===== src/shared/bridge_port_pkg.sv =====
// Purpose: shared constants and types for the bridge serial port
// Assumes: 50 MHz system clock
// Notes:   the conversion cycle count derives from the time figures below

package bridge_port_pkg;

	// ****************************************
	// clock and timing
	// ****************************************
	localparam int unsigned CLOCK_HZ        = 50_000_000;
	localparam int unsigned CONV_PERIOD_MS  = 400;
	localparam int unsigned CONV_CYCLES     = (CLOCK_HZ / 1000) * CONV_PERIOD_MS;
	localparam int unsigned CONV_CNT_W      = 25;

	// ****************************************
	// string layout
	// ****************************************
	localparam int unsigned ADDR_BITS       = 8;
	localparam int unsigned DATA_BITS       = 48;
	localparam int unsigned IND_BITS        = 24;
	localparam int unsigned BCD_BITS        = 24;
	localparam int unsigned SWITCH_BITS     = 4;

	// ****************************************
	// address switch
	// ****************************************
	localparam logic [SWITCH_BITS-1:0] ADDR_FACTORY = 4'h1;
	localparam logic [SWITCH_BITS-1:0] ADDR_NONE    = 4'h0;

	// ****************************************
	// strobe pattern
	// ****************************************
	localparam logic [1:0] STROBE_TOGGLES   = 2'h3;

	// ****************************************
	// reset values
	// ****************************************
	localparam logic [DATA_BITS-1:0] CONFIG_RESET = 48'h0000_0000_0000;
	localparam logic [BCD_BITS-1:0]  RESULT_RESET = 24'h00_0000;
	localparam logic [CONV_CNT_W-1:0] CONV_CNT_RESET = 25'h000_0000;

	// ****************************************
	// port states
	// ****************************************
	typedef enum logic [1:0] {
		PORT_CLOSED = 2'b01,
		PORT_OPEN   = 2'b10
	} port_state_t;

endpackage


===== src/core/sync_serial_bridge_port.sv =====
// Purpose: instrument side of the four-line synchronous bridge port
// Assumes: host clock line is slow against clock and is sampled, not used as a clock
// Notes:   the conversion pacing counter can be shortened for simulation

`timescale 1ns/1ns

module sync_serial_bridge_port #(
	parameter int unsigned CONV_PERIOD_CYCLES = bridge_port_pkg::CONV_CYCLES
) (
	// clock and reset
	input  wire logic                                    clock,
	input  wire logic                                    sys_rst,
	// link pins from the host
	input  wire logic                                    host_clock_line,
	input  wire logic                                    host_data_line,
	// link pins to the host
	output logic                                         instrument_data_line,
	output logic                                         result_ready_line,
	// address switch
	input  wire logic [bridge_port_pkg::SWITCH_BITS-1:0] device_select_address,
	// converter side
	output logic                                         conversion_start,
	input  wire logic                                    result_valid,
	input  wire logic [bridge_port_pkg::BCD_BITS-1:0]    result_bcd,
	// front panel indicator state
	input  wire logic [bridge_port_pkg::IND_BITS-1:0]    panel_indicators,
	// applied configuration
	output logic      [bridge_port_pkg::DATA_BITS-1:0]   applied_config,
	output logic                                         config_update
);

	import bridge_port_pkg::*;

	// ****************************************
	// state record
	// ****************************************
	typedef struct packed {
		port_state_t            state;
		logic                   clk_prev;
		logic                   data_prev;
		logic [1:0]             toggle_cnt;
		logic                   strobe_done;
		logic [ADDR_BITS-1:0]   addr_shift;
		logic [DATA_BITS-1:0]   rx_shift;
		logic [DATA_BITS-1:0]   tx_shift;
		logic [DATA_BITS-1:0]   config_now;
		logic                   config_pulse;
		logic [BCD_BITS-1:0]    result_hold;
		logic                   ready;
		logic                   data_out;
		logic [CONV_CNT_W-1:0]  conv_cnt;
		logic                   conv_pulse;
	} port_regs_t;

	port_regs_t r;
	port_regs_t next_r;

	// ****************************************
	// pin synchronisers
	// ****************************************
	localparam int unsigned SYNC_W = SWITCH_BITS + 2;

	logic [SYNC_W-1:0] pins_raw;
	logic [SYNC_W-1:0] pins_sync;
	logic              host_clk_s;
	logic              host_data_s;
	logic [SWITCH_BITS-1:0] switch_s;

	assign pins_raw = {device_select_address, host_data_line, host_clock_line};

	pin_sync #(
		.WIDTH   (SYNC_W)
	) u_pin_sync (
		.clock   (clock),
		.pin_in  (pins_raw),
		.pin_out (pins_sync)
	);

	assign host_clk_s  = pins_sync[0];
	assign host_data_s = pins_sync[1];
	assign switch_s    = pins_sync[SYNC_W-1:2];

	// ****************************************
	// own address
	// ****************************************
	// an out-of-range switch setting of zero falls back to the factory address
	logic [SWITCH_BITS-1:0] own_addr;
	logic                   addr_match;

	assign own_addr   = (switch_s == ADDR_NONE) ? ADDR_FACTORY : switch_s;
	// full eight-bit compare keeps other addresses on a shared cable silent
	assign addr_match = (r.addr_shift == {4'h0, own_addr});

	// ****************************************
	// edge detection
	// ****************************************
	// the pins are sampled rather than used as clocks, so a slow or
	// stalled host clock costs nothing but time
	logic clk_rise;
	logic clk_low;
	logic data_rise;

	assign clk_rise  = host_clk_s & ~r.clk_prev;
	assign clk_low   = ~host_clk_s;
	assign data_rise = host_data_s & ~r.data_prev;

	// ****************************************
	// strobe detection
	// ****************************************
	// normal bits change data at most once per low clock, so three rises
	// under a low clock can only be a strobe
	logic toggle_count;
	logic toggle_last;
	logic strobe;

	assign toggle_count = clk_low & data_rise & ~r.strobe_done;
	assign toggle_last  = (r.toggle_cnt == STROBE_TOGGLES - 2'h1);
	assign strobe       = toggle_count & toggle_last;

	// ****************************************
	// transaction decode
	// ****************************************
	logic port_open;
	logic shift_bit;
	logic open_port;
	logic close_port;

	assign port_open  = (r.state == PORT_OPEN);
	assign shift_bit  = clk_rise & port_open;
	assign open_port  = strobe & ~port_open & addr_match;
	assign close_port = strobe & port_open;

	// ****************************************
	// shift paths
	// ****************************************
	// first character lands in the top bit after a full string
	logic [ADDR_BITS-1:0] addr_next;
	logic [DATA_BITS-1:0] rx_next;
	logic [DATA_BITS-1:0] tx_next;
	logic                 bit_out;

	assign addr_next = {r.addr_shift[ADDR_BITS-2:0], host_data_s};
	assign rx_next   = {r.rx_shift[DATA_BITS-2:0], host_data_s};
	assign tx_next   = {r.tx_shift[DATA_BITS-2:0], 1'b0};
	assign bit_out   = r.tx_shift[DATA_BITS-2];

	// ****************************************
	// response snapshot
	// ****************************************
	// taken at the address strobe, before any new bit arrives
	logic [DATA_BITS-1:0] snapshot;

	assign snapshot = {panel_indicators, r.result_hold};

	// ****************************************
	// configuration apply
	// ****************************************
	// the shifted string is copied only at the closing strobe, so a cut
	// transfer never reaches the applied configuration
	logic apply_config;

	assign apply_config = close_port;

	// ****************************************
	// ready line
	// ****************************************
	// a result in the same cycle as the closing strobe keeps ready high
	logic ready_set;
	logic ready_clear;

	assign ready_set   = result_valid;
	assign ready_clear = close_port;

	// ****************************************
	// conversion pacing
	// ****************************************
	// shortened by parameter in simulation; the default gives 0.4 s
	logic                  conv_wrap;
	logic [CONV_CNT_W-1:0] conv_inc;

	assign conv_wrap = (r.conv_cnt == CONV_CNT_W'(CONV_PERIOD_CYCLES - 1));
	assign conv_inc  = r.conv_cnt + 25'h000_0001;

	// ****************************************
	// next state
	// ****************************************
	always_comb begin
		next_r              = r;
		next_r.clk_prev     = host_clk_s;
		next_r.data_prev    = host_data_s;
		next_r.config_pulse = 1'b0;
		next_r.conv_pulse   = 1'b0;

		// strobe counter restarts whenever the clock is high
		if (host_clk_s) begin
			next_r.toggle_cnt  = 2'h0;
			next_r.strobe_done = 1'b0;
		end else if (strobe) begin
			next_r.toggle_cnt  = 2'h0;
			next_r.strobe_done = 1'b1;
		end else if (toggle_count) begin
			next_r.toggle_cnt = r.toggle_cnt + 2'h1;
		end

		// no timer watches the link; pauses of any length are harmless
		if (clk_rise) begin
			next_r.addr_shift = addr_next;
			next_r.data_out   = 1'b0;
		end
		if (shift_bit) begin
			next_r.rx_shift = rx_next;
			next_r.tx_shift = tx_next;
			next_r.data_out = bit_out;
		end

		// port opens or closes only on a strobe
		if (strobe) begin
			unique case (r.state)
				PORT_CLOSED: begin
					next_r.data_out = 1'b0;
					if (open_port) begin
						next_r.state    = PORT_OPEN;
						next_r.rx_shift = CONFIG_RESET;
						next_r.tx_shift = snapshot;
						next_r.data_out = snapshot[DATA_BITS-1];
					end
				end
				PORT_OPEN: begin
					next_r.state    = PORT_CLOSED;
					next_r.data_out = 1'b0;
				end
			endcase
		end

		if (apply_config) begin
			next_r.config_now   = r.rx_shift;
			next_r.config_pulse = 1'b1;
		end

		// set wins over clear
		if (result_valid) begin
			next_r.result_hold = result_bcd;
		end
		if (ready_set) begin
			next_r.ready = 1'b1;
		end else if (ready_clear) begin
			next_r.ready = 1'b0;
		end

		if (conv_wrap) begin
			next_r.conv_cnt   = CONV_CNT_RESET;
			next_r.conv_pulse = 1'b1;
		end else begin
			next_r.conv_cnt = conv_inc;
		end

		// reset last, so it overrides everything above

		if (sys_rst) begin
			next_r             = '0;
			next_r.state       = PORT_CLOSED;
			next_r.config_now  = CONFIG_RESET;
			next_r.result_hold = RESULT_RESET;
			next_r.conv_cnt    = CONV_CNT_RESET;
			next_r.data_out    = 1'b0;
		end
	end

	// ****************************************
	// state register
	// ****************************************
	always_ff @(posedge clock) begin
		r <= next_r;
	end

	// ****************************************
	// outputs
	// ****************************************
	// instrument data only goes high while ports are open, so wired sharing works
	assign instrument_data_line = r.data_out;
	assign result_ready_line    = r.ready;
	assign applied_config       = r.config_now;
	assign config_update        = r.config_pulse;
	assign conversion_start     = r.conv_pulse;

endmodule // sync_serial_bridge_port


===== src/core/pin_sync.sv =====
// Purpose: two flip-flop synchroniser for a group of pins
// Assumes: inputs are asynchronous to clock
// Notes:   first stage feeds only the second stage

`timescale 1ns/1ns

module pin_sync #(
	parameter int unsigned WIDTH = 1
) (
	// clock
	input  wire logic             clock,
	// pins in and synchronised out
	input  wire logic [WIDTH-1:0] pin_in,
	output logic      [WIDTH-1:0] pin_out
);

	logic [WIDTH-1:0] stage_one;

	genvar i;
	generate
		for (i = 0; i < WIDTH; i++) begin : g_bit
			always_ff @(posedge clock) begin
				stage_one[i] <= pin_in[i];
				pin_out[i]   <= stage_one[i];
			end
		end
	endgenerate

endmodule // pin_sync


===== config.mk =====
export PLATFORM = sky130hd
export DESIGN_NAME = sync_serial_bridge_port
export DESIGN_NICKNAME = d
export VERILOG_FILES = /design/src/shared/bridge_port_pkg.sv /design/src/core/sync_serial_bridge_port.sv /design/src/core/pin_sync.sv
export SDC_FILE = /design/constraint.sdc
export NUM_CORES = 1
export LEC_CHECK = 0
export BUFFER_PORTS_ARGS = -buffer_cell sky130_fd_sc_hd__buf_2
export CORE_UTILIZATION = 44
export DETAILED_ROUTE_END_ITERATION = 7
export GPL_TIMING_DRIVEN = 0
export PLACE_DENSITY = 0.62
export SLEW_MARGIN = 20
export SYNTH_ARGS = -nofsm -noshare
export SYNTH_HDL_FRONTEND = slang
export SYNTH_SLANG_ARGS = --single-unit

===== constraint.sdc =====
create_clock -name clock -period 5.7 [get_ports clock]
set_input_delay 0.57 -clock clock [delete_from_list [all_inputs] [get_ports clock]]
set_output_delay 0.57 -clock clock [all_outputs]
set_load 0.05 [all_outputs]

# Yosys cells after proc, flatten, opt, wreduce, memory -nomap -nowiden
# Index checks and enable logic that the tools add are counted.
word_totals:
  ff_bits: 224
  latch_bits: 0
  mem_bits_rw: 0
  rom_bits: 0
  in_bits: 57
  out_inout_bits: 52
  elab_cells: 72
  n_memories: 0
classes:
  n_addsub: 2
  multipliers: 0
  div_mod_pow: 0
  magnitude_cmp: 0
  n_eq_ne: 6
  n_shift: 0
  n_mux: 16
  n_bitwise: 14
  reduce_logical: 7
op_table:
  columns: ["operator", "count"]
  rows:
  - ["$mux W96", 4]
  - ["$add A25 B1 Y25 const B", 1]
  - ["$eq A25 B25 Y1 const B", 1]
  - ["$and A1 B1 Y1", 9]
  - ["$eq A8 B4 Y1", 1]
  - ["$mux W1", 8]
  - ["$not A1 Y1", 5]
  - ["$eq A2 B2 Y1 const B", 2]
  - ["$logic_not A4 Y1", 1]
  - ["$mux W4", 1]
  - ["$pmux W2 S2", 1]
  - ["$reduce_or A2 Y1", 2]
  - ["$reduce_bool A3 Y1", 1]
  - ["$reduce_or A3 Y1", 1]
  - ["$add A2 B1 Y2 const B", 1]
  - ["$eq A2 B1 Y1 const B", 1]
  - ["$mux W2", 1]
  - ["$ne A2 B2 Y1 const B", 1]
  - ["$pmux W1 S2", 1]
  - ["$reduce_and A2 Y1", 1]
  - ["$reduce_bool A2 Y1", 1]

# Depth between registers and ports, before layout
logic_depth:
  depth_word: 10
  depth_mapped: 8
  depth_no_buf: 5

# Modules after synthesis
# A second synthesis with hierarchy kept.
unflattened:
  cells_unflattened: 1001
  area_unflattened_um2: 9051.2
by_module_without_submodules:
  columns: ["module", "n_inst", "cells_each", "area_each_um2", "seq_area_each_um2"]
  rows:
  - ["sync_serial_bridge_port", 1, 989, 8811.0, 4224.1]
  - ["pin_sync", 1, 12, 240.2, 240.2]

# Least setup slack after synthesis
# No wires, ideal clock.
synth_path:
  kind: "reg2reg"
  startpoint: "register u_pin_sync.pin_out[0]"
  endpoint: "register r (netlist bit bit_out)"
  setup_ps: 123
  t_arrival_ps: 2015
  t_required_ps: 5577
  setup_slack_ps: 3562
  stages_incl_launch_ff: 8
  n_path_buf: 3
  period_less_slack_ps: 2138
  path_cell_list: "dfxtp_1 > buf_2 > nor4b_4 > nand4_2 > nor4_2 > buf_4 > buf_6 > mux2_1"
synth_via:
  elab_chain_len: 9
  word_cells_on_any_way: 12
  cone_classes: "4 x mux; 8 x bitwise"
synth_lines:
  columns: ["element", "line_no", "text"]
  rows:
  - ["start: declaration", "pin_sync.sv:14", "output logic [WIDTH-1:0] pin_out"]
  - ["start signal: indexed assignment", "pin_sync.sv:24", "pin_out[i] <= stage_one[i];"]
  - ["$not A1 Y1", "sync_serial_bridge_port.sv:104", "assign clk_low = ~host_clk_s;"]
  - ["$and A1 B1 Y1 (2 in a row)", "sync_serial_bridge_port.sv:116", "assign toggle_count = clk_low & data_rise & ~r.strobe_done;"]
  - ["$and A1 B1 Y1", "sync_serial_bridge_port.sv:118", "assign strobe = toggle_count & toggle_last;"]
  - ["$and A1 B1 Y1 (2 in a row)", "sync_serial_bridge_port.sv:130", "assign open_port = strobe & ~port_open & addr_match;"]
  - ["$mux W96", "sync_serial_bridge_port.sv:221", "if (open_port) begin"]
  - ["$mux W96", "sync_serial_bridge_port.sv:218", "unique case (r.state)"]
  - ["$mux W96 *", "sync_serial_bridge_port.sv:217", "if (strobe) begin"]
  - ["end signal: assignment", "sync_serial_bridge_port.sv:273", "r <= next_r;"]
  - ["end: declaration", "sync_serial_bridge_port.sv:55", "port_regs_t r;"]
# Every way passes the cells marked *; elsewhere a longest branch is shown, timed or not.
# A chain may end at the register's enable or synchronous reset.

# Worst setup path after layout
layout_path:
  startpoint: "register u_pin_sync.pin_out[0]"
  endpoint: "register r[145] (netlist name)"
# The elaborated chain is that of the path after synthesis.

==> flow_summary.json <==
{
  "peakVddDrop_v": 0.000260,
  "stdcell_area_um2": 10700,
  "period_needed_ps": 2490,
  "first_pass_iters": 6,
  "p_leak_nw": 4.32,
  "relSlewSlack_pct": 44.6,
  "path_delay_family": "simple AND/OR/NAND/NOR gates",
  "hold_viol": 0,
  "final.period_utilization_pct": 43.6,
  "tns_ps": 0,
  "slew_viol_final": 0,
  "power.density_nw_per_um2": 305,
  "preCtsSetupSlack_ps": 3130,
  "syn_nets": 1058,
  "worst_slew_pin_slew_ps": 831,
  "wl_per_cell_um": 13.3,
  "nFillCells": 1935,
  "clock_latency_ps": 510,
  "ys_types": 45,
  "synth_edf_count": 0,
  "rows": 52,
  "drc": 0,
  "nNetsFinal": 1191,
  "finalSetupViolCount": 0,
  "synth_area_leaders": "dfxtp_1 (49%), nand2_1 (7.2%), a21oi_1 (6.4%)",
  "ys.flop_type": "dfxtp_1",
  "yosysMostFrequentCell": "dfxtp_1",
  "core_area_um2": 20200,
  "synth_common_cells": "dfxtp_1 (223), nand2_1 (173), a21oi_1 (116)",
  "hold_buffers": 0,
  "cts_tree": "yes",
  "outcome": "completed",
  "fin_util_pct": 53.2,
  "postPlaceCellArea_um2": 9920,
  "clk_pin_slew_ps": 60,
  "portBuffers": 107,
  "via_count": 6925,
  "syn_to_final_growth_pct": 18.6,
  "overflow": 0,
  "crit_path_start_kind": "flop",
  "gp_congestion": 0.766,
  "die_y_um": 145,
  "cts_made_buffers": 24,
  "grt_usage_pct": 17.7,
  "drt-initial-drc-count": 401,
  "design.portCount": 109,
  "slowest_stage": "nor4b_4",
  "drv_cap": 0,
  "ys_ff_latch": 223,
  "critical_path_class": "reg2reg",
  "crit_chain": "buf_2, nor4b_4, nand4_2, nor4_2, buf_4, buf_6, mux2_1",
  "syn-mean-instance-area_um2": 9.06,
  "grt_pass1_wl_um": 31500,
  "die_area_um2": 21100,
  "setup_ws_ps": 3210,
  "cts_setup_buffers": 0,
  "rsz0062_at_grt": "false",
  "ys_seq_area_share_pct": 49.3,
  "critPathBufInv": 3,
  "drt-total-wl_um": 18900,
  "die_w_um": 145,
  "critPathArrivalTime_ps": 2870,
  "cts_sinks": 223,
  "crit_path_end_kind": "flop",
  "clock-skew-final_ps": 12.2,
  "yosys.area.top_type_share_pct": 49.3,
  "syn-cell-area_um2": 9050,
  "async_flop_share_pct": 0,
  "cp.required_ps": 6090,
  "grt_pass1_vias": 6411,
  "grt_max_degree": 14,
  "power.total_mw": 3.27,
  "clock_path_buffers": 3,
  "fmax_mhz": 402,
  "cts_resized": 0,
  "clock-root-buffer": "clkbuf_16",
  "cpPeakStageDelay_ps": 470,
  "ctsHtreeMaxLevel": 1,
  "viasPerCell": 4.88,
  "synth_top_cell_by_area": "dfxtp_1",
  "yosysWarnings": 0,
  "antenna_found_initial": 0,
  "synth_cells": 999,
  "place_hpwl_um": 12900,
  "initial_utilization_pct": 44.9,
  "cp_max_fo": 10,
  "hold_class": "in2reg",
  "final_antenna_net_count": 0,
  "layout-drive-gt1-share_pct": 19.9
}
==> per-stage QoR <==
step,std cells,hold WS (ps)
floorplan,999,310
global placement,1376,314
detailed placement,1376,312
CTS,1419,150
global route,1419,159
finish,1420,165
==> logic make-up (layout without fill, tap and decap cells) <==
kind of cell / Yosys count / after routing / share of synthesized area [%]
AOI/OAI and AO/OA: 231 / 231 / 15.3
muxes: 72 / 72 / 8.60
xor gates and xnor gates: 14 / 14 / 1.36
DFF: 223 / 223 / 49.3
adders and majority gates: 2 / 2 / 0.277
and+or+nand+nor: 331 / 331 / 17.4
other: 0 / 1 / 0
buffers and inverters: 126 / 276 / 7.70
==> routing by layer <==
metal	global-route usage, %	routed length [um]	share of wire [%]
met5	0	0	0
met4	4.74	316	1.7
met3	2.88	612	3.2
met1	25.3	9660	51
met2	27.7	8290	44
==> area by class of cell <==
type | instances | area [um2] | area share, %
flip-flops and latches | 223 | 4460 | 41.6
multi-input cells | 650 | 3890 | 36.2
clock buffers | 34 | 699 | 6.52
plain buffers | 122 | 682 | 6.36
repair buffers | 107 | 536 | 4.99
well taps | 270 | 338 | 3.15
clock inverters | 9 | 106 | 0.991
inverters | 4 | 15.0 | 0.140
diodes | 1 | 2.50 | 0.0233
==> report_power, final <==
group | switching [mW] | internal (mW)
combinational | 0.0760 | 0.0473
sequential | 0.0114 | 1.58
clock | 0.612 | 0.946
==> path summary, 6_finish.rpt <==
path	from	end	slack [ps]	depth (start not counted)
worst max-delay path	u_pin_sync.pin_out[0]$_DFF_P_	r[145]$_SDFF_PP0_	3210	7
worst min-delay path	device_select_address[2]	u_pin_sync.stage_one[4]$_DFF_P_	160	1
worst max register to register	u_pin_sync.pin_out[0]$_DFF_P_	r[145]$_SDFF_PP0_	3210	7
worst min register to register	u_pin_sync.stage_one[3]$_DFF_P_	u_pin_sync.pin_out[3]$_DFF_P_	330	0
==> registers in the layout, indices dropped and copies added, names as in the netlist, 6 cells and up <==
register              cells
r                       151
applied_config           48
u_pin_sync.pin_out        6
addr_next                 7
u_pin_sync.stage_one      6
==> placed cells by master (no fill, tap or decap), types with 4 or more instances in the layout <==
cell type  count
buf_4         51
dfxtp_1      223
or3_1          9
a21oi_1      116
nor3_1         4
clkbuf_1      57
and3_1         5
nand2_1      173
nor2_1        43
inv_1          4
or4_1          5
nand4_1        7
and4_1         4
mux2i_1       26
o21ai_0       55
clkbuf_16     25
nand3_1       11
buf_2        115
o31ai_1        4
xor2_1         9
buf_1          8
clkinv_2       6
mux2_2        16
mux2_1        30
and2_1         5
clkbuf_8       4
a22o_1        49
xnor2_1        5
nor2b_1       51
Power figures use the tool's default switching activity.
